## config.mk

```make
export PLATFORM = sky130hd
export DESIGN_NAME = logic_cluster
export DESIGN_NICKNAME = d
export VERILOG_FILES = /design/src/rtl/function_generator.v /design/src/rtl/logic_cluster.v
export VERILOG_INCLUDE_DIRS = /design/src /design/src/rtl
export SDC_FILE = /design/constraint.sdc
export NUM_CORES = 1
export LEC_CHECK = 0
export BUFFER_PORTS_ARGS = -buffer_cell sky130_fd_sc_hd__buf_2
export CORE_ASPECT_RATIO = 1.75
export CORE_MARGIN = 5
export CORE_UTILIZATION = 45
export DETAILED_ROUTE_END_ITERATION = 12
export HOLD_SLACK_MARGIN = 0.02
export PLACE_DENSITY_LB_ADDON = 0.12
export SYNTH_ARGS = -nofsm -noshare
export SYNTH_HDL_FRONTEND = slang
export SYNTH_SLANG_ARGS = --single-unit
export TNS_END_PERCENT = 5
```

## constraint.sdc

```tcl
create_clock -name pclk -period 3.73 [get_ports pclk]
set_input_delay 0 -clock pclk [delete_from_list [all_inputs] [get_ports pclk]]
set_output_delay 0 -clock pclk [all_outputs]
set_load 0.03 [all_outputs]
```

## src/rtl/slice_defs.vh

```
// Constants for the programmable logic cluster: register map, fields, modes.
// Assumes a 32-bit APB slave with byte addresses on paddr[7:0].
//
// What this block does
// - Cluster of four slices, two columns of two, two carry chains, one shift chain.
// - Each slice has two 4-input generators, carry, arithmetic gates, wide muxes, two storage.
// - Each generator works as lookup table, 16-bit memory or variable-tap shift register.
// - Lookup table mode gives any boolean function of its four inputs.
// - Generator output drives the slice output and the storage data input.
// - Five-input stage plus wider stage of six, seven or eight inputs by position.
// - Five-input stage lets one slice build selected nine-input functions.
// - Each storage element is an edge flip-flop or a level latch.
// - Storage data comes from the generator path or a bypassing direct input.
// - Clock enable active high by default; unused means always enabled.
// - Set/reset forces 1 under force-high attribute, 0 under force-low.
// - Optional second input forces the opposite state while set/reset is in use.
// - Reset wins when reset and set act together.
// - Initial value follows force attribute by default, or an independent setting.
// - Set and reset are synchronous or asynchronous per slice.
// - Clock, enable and set/reset are shared by both storage elements.
// - Every shared control input has its own programmable polarity.
`ifndef SLICE_DEFS_VH
`define SLICE_DEFS_VH

// ==========================================
// Register map (byte addresses)
`define FG_BASE          8'h00
`define FG_LAST          8'h1C
`define CFG_BASE         8'h20
`define CFG_LAST         8'h2C
`define STATUS_OFFSET    8'h30
`define CFG_RESET        26'h0000000
`define FG_RESET         16'h0000

// ==========================================
// Generator modes
`define MODE_LUT         2'h0
`define MODE_RAM         2'h1
`define MODE_SHIFT       2'h2

// ==========================================
// Slice configuration fields
`define F_MODE_LO        0
`define G_MODE_LO        2
`define F_CASCADE        4
`define G_CASCADE        5
`define LATCH_MODE       6
`define SYNC_FORCE       7
`define FORCE_HIGH_X     8
`define FORCE_HIGH_Y     9
`define INIT_INDEP       10
`define INIT_X           11
`define INIT_Y           12
`define OPP_ENABLE       13
`define CE_USED          14
`define CLK_INV          15
`define CE_INV           16
`define FORCE_INV        17
`define OPP_INV          18
`define BYPASS_X         19
`define BYPASS_Y         20
`define X_SRC_LO         21
`define Y_SRC_LO         23
`define GEN_AND          25

// ==========================================
// Output source codes
`define SRC_LUT          2'h0
`define SRC_WIDE         2'h1
`define SRC_SUM          2'h2

`endif

```

## src/rtl/function_generator.v

```verilog
// One 4-input function generator: lookup table, 16-bit memory or shift register.
// Assumes wr_en is already qualified by the slice clock edge and enable.
`timescale 1ns/1ps
`include "slice_defs.vh"

module function_generator (
    input  wire        pclk,
    input  wire        presetn,
    input  wire [1:0]  mode,
    input  wire [3:0]  addr,
    input  wire        din,
    input  wire        wr_en,
    input  wire        cfg_we,
    input  wire [15:0] cfg_data,
    output wire        lut_out,
    output wire        shift_msb,
    output wire [15:0] content
);

    reg [15:0] mem;

    // ==========================================
    // Contents: loaded by software, written or shifted by fabric
    always @(posedge pclk or negedge presetn) begin
        if (!presetn) begin
            mem <= `FG_RESET;
        end else if (cfg_we) begin
            mem <= cfg_data;
        end else if (wr_en) begin
            case (mode)
                `MODE_RAM:   mem[addr] <= din;
                `MODE_SHIFT: mem <= {mem[14:0], din};
                default:     mem <= mem;
            endcase
        end
    end

    // Table read, memory read and shift tap share one selector
    assign lut_out   = mem[addr];
    assign shift_msb = mem[15];
    assign content   = mem;

endmodule

```

## src/rtl/logic_cluster.v

```verilog
// Logic cluster of four slices with an APB port for configuration and state.
// Assumes all fabric inputs are driven from logic on pclk.
//
// The APB register port and the register offsets were left to the implementer.
`timescale 1ns/1ps
`include "slice_defs.vh"

module logic_cluster (
    input  wire        pclk,
    input  wire        presetn,
    input  wire [7:0]  paddr,
    input  wire        psel,
    input  wire        penable,
    input  wire        pwrite,
    input  wire [31:0] pwdata,
    output reg  [31:0] prdata,
    output wire        pready,
    output wire        pslverr,
    input  wire [15:0] f_in,
    input  wire [15:0] g_in,
    input  wire [3:0]  first_direct_input,
    input  wire [3:0]  second_direct_input,
    input  wire [3:0]  slice_clk,
    input  wire [3:0]  slice_ce,
    input  wire [3:0]  set_reset_input,
    input  wire [3:0]  slice_we,
    input  wire        global_init,
    input  wire [1:0]  carry_in,
    input  wire        shift_in,
    input  wire        wide_ext_in,
    output wire [3:0]  out_x,
    output wire [3:0]  out_y,
    output wire [3:0]  q_x,
    output wire [3:0]  q_y,
    output wire [1:0]  carry_out,
    output wire        shift_out,
    output wire        wide_f7_out
);

    // ==========================================
    // Decoding helpers
    localparam KIND_NONE   = 2'h0;
    localparam KIND_FG     = 2'h1;
    localparam KIND_CFG    = 2'h2;
    localparam KIND_STATUS = 2'h3;

    function [1:0] reg_kind;
        input [7:0] a;
        begin
            if (a[1:0] != 2'h0)
                reg_kind = KIND_NONE;
            else if (a <= `FG_LAST)
                reg_kind = KIND_FG;
            else if (a >= `CFG_BASE && a <= `CFG_LAST)
                reg_kind = KIND_CFG;
            else if (a == `STATUS_OFFSET)
                reg_kind = KIND_STATUS;
            else
                reg_kind = KIND_NONE;
        end
    endfunction

    // Reset beats set beats load
    function elem_next;
        input q;
        input d;
        input take;
        input rst;
        input set;
        begin
            if (rst)
                elem_next = 1'b0;
            else if (set)
                elem_next = 1'b1;
            else if (take)
                elem_next = d;
            else
                elem_next = q;
        end
    endfunction

    function out_pick;
        input [1:0] src;
        input       lut;
        input       wide;
        input       sum;
        begin
            case (src)
                `SRC_WIDE: out_pick = wide;
                `SRC_SUM:  out_pick = sum;
                default:   out_pick = lut;
            endcase
        end
    endfunction

    // ==========================================
    // APB slave
    reg  [25:0]  slice_cfg [0:3];
    wire [127:0] fg_content;
    wire [1:0]   wr_kind;
    wire [1:0]   acc_kind;
    wire         wr_go;
    reg          init_pending;
    integer      i;

    assign acc_kind = reg_kind(paddr);
    assign wr_kind  = (psel && penable && pwrite) ? acc_kind : KIND_NONE;
    assign wr_go    = psel && penable && pwrite;
    assign pready   = 1'b1;
    assign pslverr  = psel && penable && (acc_kind == KIND_NONE);

    always @(posedge pclk or negedge presetn) begin
        if (!presetn) begin
            for (i = 0; i < 4; i = i + 1) begin
                slice_cfg[i] <= `CFG_RESET;
            end
        end else if (wr_go && wr_kind == KIND_CFG) begin
            slice_cfg[paddr[3:2]] <= pwdata[25:0];
        end
    end

    // Read data caught in the setup cycle, shown in the access cycle
    always @(posedge pclk or negedge presetn) begin
        if (!presetn) begin
            prdata <= 32'h00000000;
        end else if (psel && !penable && !pwrite) begin
            case (acc_kind)
                KIND_FG:     prdata <= {16'h0000, fg_content[paddr[4:2]*16 +: 16]};
                KIND_CFG:    prdata <= {6'h00, slice_cfg[paddr[3:2]]};
                KIND_STATUS: prdata <= {24'h000000, q_y, q_x};
                default:     prdata <= 32'h00000000;
            endcase
        end
    end

    // Initial values load once after reset release and on global_init
    always @(posedge pclk or negedge presetn) begin
        if (!presetn) begin
            init_pending <= 1'b1;
        end else begin
            init_pending <= 1'b0;
        end
    end

    // ==========================================
    // Cluster-wide chains
    wire [7:0] fg_lut;
    wire [7:0] fg_msb;
    wire [7:0] chain_prev;
    wire [3:0] slice_cin;
    wire [3:0] slice_cout;
    wire [3:0] f5;
    wire [3:0] fx;

    // Shift chain runs through all eight generators in order
    assign chain_prev = {fg_msb[6:0], shift_in};
    assign shift_out  = fg_msb[7];

    // Two columns: slices 0-1 and slices 2-3
    assign slice_cin[0] = carry_in[0];
    assign slice_cin[1] = slice_cout[0];
    assign slice_cin[2] = carry_in[1];
    assign slice_cin[3] = slice_cout[2];
    assign carry_out    = {slice_cout[3], slice_cout[1]};

    // Wide stage by position: six at 0 and 2, seven at 1, eight at 3
    assign fx[0] = second_direct_input[0] ? f5[1] : f5[0];
    assign fx[2] = second_direct_input[2] ? f5[3] : f5[2];
    assign fx[1] = second_direct_input[1] ? fx[2] : fx[0];
    assign fx[3] = second_direct_input[3] ? wide_ext_in : fx[1];
    assign wide_f7_out = fx[1];

    // ==========================================
    // Slices
    genvar s;
    generate
        for (s = 0; s < 4; s = s + 1) begin : slice
            wire [25:0] cfg = slice_cfg[s];
            wire [1:0]  f_mode = cfg[`F_MODE_LO +: 2];
            wire [1:0]  g_mode = cfg[`G_MODE_LO +: 2];
            wire [3:0]  fa = f_in[4*s +: 4];
            wire [3:0]  ga = g_in[4*s +: 4];
            wire        dir_a = first_direct_input[s];
            wire        dir_b = second_direct_input[s];
            reg         clk_prev;
            reg         qx;
            reg         qy;

            // Shared controls, each with its own polarity
            wire clk_lvl = slice_clk[s] ^ cfg[`CLK_INV];
            wire edge_hit = clk_lvl && !clk_prev;
            wire ce_eff = !cfg[`CE_USED] || (slice_ce[s] ^ cfg[`CE_INV]);
            wire force_in = set_reset_input[s] ^ cfg[`FORCE_INV];
            wire opp_in = cfg[`OPP_ENABLE] && (dir_b ^ cfg[`OPP_INV]);
            wire wr_en = edge_hit && ce_eff && slice_we[s];

            // Shift input from the chain or from the direct input
            wire f_din = (f_mode == `MODE_SHIFT && cfg[`F_CASCADE]) ? chain_prev[2*s] : dir_a;
            wire g_din = (g_mode == `MODE_SHIFT && cfg[`G_CASCADE]) ? chain_prev[2*s+1] : dir_b;

            function_generator u_fg_f (
                .pclk      (pclk),
                .presetn   (presetn),
                .mode      (f_mode),
                .addr      (fa),
                .din       (f_din),
                .wr_en     (wr_en),
                .cfg_we    (wr_kind == KIND_FG && paddr[4:2] == 2*s),
                .cfg_data  (pwdata[15:0]),
                .lut_out   (fg_lut[2*s]),
                .shift_msb (fg_msb[2*s]),
                .content   (fg_content[32*s +: 16])
            );

            function_generator u_fg_g (
                .pclk      (pclk),
                .presetn   (presetn),
                .mode      (g_mode),
                .addr      (ga),
                .din       (g_din),
                .wr_en     (wr_en),
                .cfg_we    (wr_kind == KIND_FG && paddr[4:2] == 2*s+1),
                .cfg_data  (pwdata[15:0]),
                .lut_out   (fg_lut[2*s+1]),
                .shift_msb (fg_msb[2*s+1]),
                .content   (fg_content[32*s+16 +: 16])
            );

            // Five-input stage selects between the two generators
            assign f5[s] = dir_a ? fg_lut[2*s+1] : fg_lut[2*s];

            // Carry and arithmetic gates
            wire gen_f = cfg[`GEN_AND] ? (fa[0] & fa[1]) : fa[0];
            wire gen_g = cfg[`GEN_AND] ? (ga[0] & ga[1]) : ga[0];
            wire co_f = fg_lut[2*s] ? slice_cin[s] : gen_f;
            assign slice_cout[s] = fg_lut[2*s+1] ? co_f : gen_g;
            wire sum_f = fg_lut[2*s] ^ slice_cin[s];
            wire sum_g = fg_lut[2*s+1] ^ co_f;

            // Slice outputs and the storage paths
            wire lut_path_upper = out_pick(cfg[`X_SRC_LO +: 2], fg_lut[2*s], f5[s], sum_f);
            wire lut_path_lower = out_pick(cfg[`Y_SRC_LO +: 2], fg_lut[2*s+1], fx[s], sum_g);
            assign out_x[s] = lut_path_upper;
            assign out_y[s] = lut_path_lower;
            wire d_upper = cfg[`BYPASS_X] ? dir_a : lut_path_upper;
            wire d_lower = cfg[`BYPASS_Y] ? dir_b : lut_path_lower;

            // Flip-flop takes on the edge, latch while the gate is open
            wire take = cfg[`LATCH_MODE] ? (clk_lvl && ce_eff) : (edge_hit && ce_eff);
            wire force_win = !cfg[`SYNC_FORCE] ||
                             (cfg[`LATCH_MODE] ? clk_lvl : edge_hit);

            wire hx = cfg[`FORCE_HIGH_X];
            wire hy = cfg[`FORCE_HIGH_Y];
            wire rst_x = force_win && ((force_in && !hx) || (opp_in && hx));
            wire set_x = force_win && ((force_in && hx) || (opp_in && !hx));
            wire rst_y = force_win && ((force_in && !hy) || (opp_in && hy));
            wire set_y = force_win && ((force_in && hy) || (opp_in && !hy));

            wire init_x = cfg[`INIT_INDEP] ? cfg[`INIT_X] : hx;
            wire init_y = cfg[`INIT_INDEP] ? cfg[`INIT_Y] : hy;

            always @(posedge pclk or negedge presetn) begin
                if (!presetn) begin
                    clk_prev <= 1'b0;
                    qx       <= 1'b0;
                    qy       <= 1'b0;
                end else begin
                    clk_prev <= clk_lvl;
                    if (init_pending || global_init) begin
                        qx <= init_x;
                        qy <= init_y;
                    end else begin
                        qx <= elem_next(qx, d_upper, take, rst_x, set_x);
                        qy <= elem_next(qy, d_lower, take, rst_y, set_y);
                    end
                end
            end

            assign q_x[s] = qx;
            assign q_y[s] = qy;
        end
    endgenerate

endmodule

```

==> implementation parameters <==
Parameter                              Value

Setup path
  Setup CP Type    flop to primary output
  Startpoint of the most critical register-to-register path    slice[2].u_fg_f.content[7]
  Crit path required time    3.73 ns
  Worst endpoint data arrival time    3.69 ns
  Number of cells on the worst reg-to-reg path    9
  Startpoint type of the worst setup path    flop
  Max Fanout on Critical Path    4
  Start point of the critical path    slice[2].u_fg_f.content[7]
  Worst setup EP type    primary output

Placement
  Dpl hpwl    between 50000 and 60000 µm
  Setup WS pre-CTS    0.500 ns
  Cell count after placement    2520
  RePlAce Congestion    1.03
  Total placed instance area    0.0200 mm²
  Number of buffer cells added on primary ports    146

Flow run
  Number of violations of the max-capacitance limit    0

STA
  Final worst path period share    0.988
  Fin Setup TNS    0 ns
  Max Fclk    between 200 and 300 MHz
  Setup slack of the critical path after layout    0.0449 ns
  Worst-margin pin slew    1.20 ns
  Tightest hold margin    0.0316 ns
  Clk_skew    0.0224 ns
  Unrepaired setup endpoints after global routing    false
  Final-report hold violation count    0
  Total of endpoints with negative setup slack in the final report    0
  Time the final worst path needs with I/O delays and setup    3.69 ns
  Headroom to the max-slew limit    0.194
  Count of final max-slew check failures    0

Routing
  Total detailed-routing wirelength    ~75000 µm
  Initial DRT Pass Iterations    7
  Via density per instance    6.67
  Vias    ~17000
  Number of routed nets with antenna violations    0
  Detailed Route Iter0 Violations    roughly 1700
  Detail-routed net length per standard cell    28.7 µm
  DRC Markers    0

Synth
  Synth warn    0
  Mapped Cells    1976
  Number of different library cells in the post-synthesis netlist    71
  Top FF cell, synth    dfrtp_1
  Async S/R FF share, synth    1.00
  Seq cells post-synth    271
  Avg Inst Size Synth    9.63 µm²
  EDFF count, synth    0
  Portion of the post-synthesis area used by sequential elements    0.356
  Summed instance area of the synthesized netlist    0.0190 mm²

Floorplan
  Die Height    282 µm
  Die width    approximately 170 µm
  Die Outline Area    roughly 0.047 mm²
  Initial cell density of the core    0.456
  Ports placed on the boundary    160
  Std-Cell Core Area    0.0417 mm²
  Site Rows    a little under 100

Power and ir drop
  Total power of the final layout    6.95 mW
  Power Dens Cells    326 mW/mm²
  Leakage Power    8.99 nW
  Maximum VDD drop    296 µV

Status
  Status    complete, no violations

Final layout
  Final non-filler cell total    about 2600
  Signed area change from the synthesized netlist to the final layout    12.2%
  Layout cells sized above 1    0.245
  Final non-filler cell area    0.0214 mm²
  Net count reported at finish    2174
  Share of the core filled with cells in the final layout    0.512

Clock tree
  Cell chosen for the clock root    clkbuf_16
  Reg clk slew, reported paths    0.06 ns
  Number of H-tree levels    1
  Clock latency on the worst-skew pair    0.58 ns
  TritonCTS clock tree    built
  Cts bufs inserted    27
  Worst-case clock buffer depth    3
  Number of sinks on the clock net    271

Worst hold path
  Worst hold start    set_reset_input[0]
  Number of stages on the worst hold path    5
  Class of the tightest hold or removal check    input pin to flop

Global route
  Number of antenna violations at the first check in global routing    3
  Via count of the first global-routing pass    17200
  First-pass GRT wire length    111000 µm
  Remaining Overflow, GRT    0
  Total global-route track usage    0.317
  Pin count of the biggest net entering global routing    99
[layout make-up]
class                   instances  area, µm²
flip-flops and latches        271       6780
multi-input cells            1465      11300
clock buffers                  44        810
inverters                      47        176
fillers                      3926      20400
clock inverters                 6       86.3
repair buffers                232       1550
well taps                     555        694
diodes                          2       5.00
[repair_timing]
| item | 4_1_cts | 5_1_grt |
|---|---|---|
| setup buffers | 1 | 2 |
| hold buffers | 47 | 0 |
| endpoints found under the hold margin | 216 | 0 |
| pin swaps | 0 | 1 |
| setup endpoints to repair | 1 | 2 |
| gates resized for setup | 0 | 5 |
[worst max-delay path, cell delays in order, from the launching register on]
cell      delay [ns]
dfrtp_2         0.45
mux4_2          0.51
mux4_2          0.58
mux2i_4         0.24
mux2i_2         0.22
mux2_1          0.35
a222oi_1        0.42
inv_1           0.13
buf_4           0.19
[logic make-up (layout without fill, tap and decap cells)]
logic type	after synthesis	after routing	synth area share
simple gates	563	563	0.130
other cells	2	10	0.000395
xor+xnor	16	16	0.00736
flops	271	271	0.356
compound gates	557	557	0.206
mux	297	297	0.230
fa+ha+maj	24	24	0.0158
buf+inv	246	329	0.0542
[state kept, by name, summed over array words and instances (netlist names)]
register	count
slice.clk_prev	4
prdata	26
init_pending	1
slice.u_fg_g.content	64
slice.qx	4
slice.u_fg_f.content	64
slice.qy	4
slice.cfg	104
[layer usage]
metal | track usage | up-vias | part of all wire
met5 | 0 | - | 0
met4 | 0.203 | 0 | 0.082
met3 | 0.0423 | 243 | 0.076
met2 | 0.532 | 984 | 0.49
met1 | 0.379 | 8648 | 0.36
li1 | - | 7614 | -
[layout by cell type, fill, tap and decap left out, types with 8 or more instances in the layout]
cell type / instances
nand3_1: 29
conb_1: 8
a221oi_1: 110
mux2_2: 170
a211oi_1: 47
o21ai_0: 146
dfrtp_1: 269
nand2_1: 178
a41o_1: 8
xor2_1: 9
clkbuf_16: 27
nor3b_1: 9
clkbuf_1: 10
a311oi_1: 20
a22oi_1: 17
mux2i_1: 31
and2_1: 13
inv_1: 47
nand2b_1: 21
mux4_2: 92
a21oi_1: 86
o41ai_1: 64
dlygate4sd3_1: 47
nor2_1: 226
ha_1: 24
a222oi_1: 10
buf_2: 142
nor3_1: 17
nor2b_1: 35
buf_4: 39
a21o_1: 12
[cells in the mapped netlist, types with 3 or more instances]
cell type    n  area, µm²
a211oi_1    47        353
a21o_1      12       90.1
a21oi_1     86        430
a221oi_1   110        963
a222oi_1    10        100
a22oi_1     17        128
a311oi_1    20        175
a41o_1       8       80.1
and2_1      13       81.3
and3_1       3       18.8
buf_1       24       90.1
buf_2        5       25.0
buf_4       23        173
clkbuf_1   145        544
dfrtp_1    270       6760
ha_1        24        300
inv_1       47        176
mux2_2     170       1910
mux2i_1     31        310
mux4_1       3       78.8
mux4_2      90       2030
nand2_1    178        668
nand2b_1    21        131
nand3_1     29        145
nand4_1      5       31.3
nor2_1     230        863
nor2b_1     35        219
nor3_1      19       95.1
nor3b_1      9       67.6
o2111ai_1    3       26.3
o211ai_1     4       30.0
o21a_1       4       30.0
o21ai_0    146        731
o221ai_1     3       26.3
o41ai_1     64        561
or3_1        4       25.0
or3b_2       4       35.0
xnor2_1      7       61.3
xor2_1       9       78.8
[report_power, final]
part,leakage [nW],internal [mW],switching [mW]
sequential,3.72,3.00,0.0815
clock,0.436,1.62,1.28
combinational,4.84,0.335,0.641
[worst paths after layout]
check                      slack, ns                          to
max                             0.04                    out_x[3]
min                             0.03                 slice[0].qy
max reg2reg                     0.43                 slice[1].qy
min reg2reg                     0.48                  prdata[22]
max in group asynchronous       2.56  slice[2].u_fg_f.content[7]
min in group asynchronous       0.05  slice[0].u_fg_f.content[4]
(Power assumes the default switching activity.)
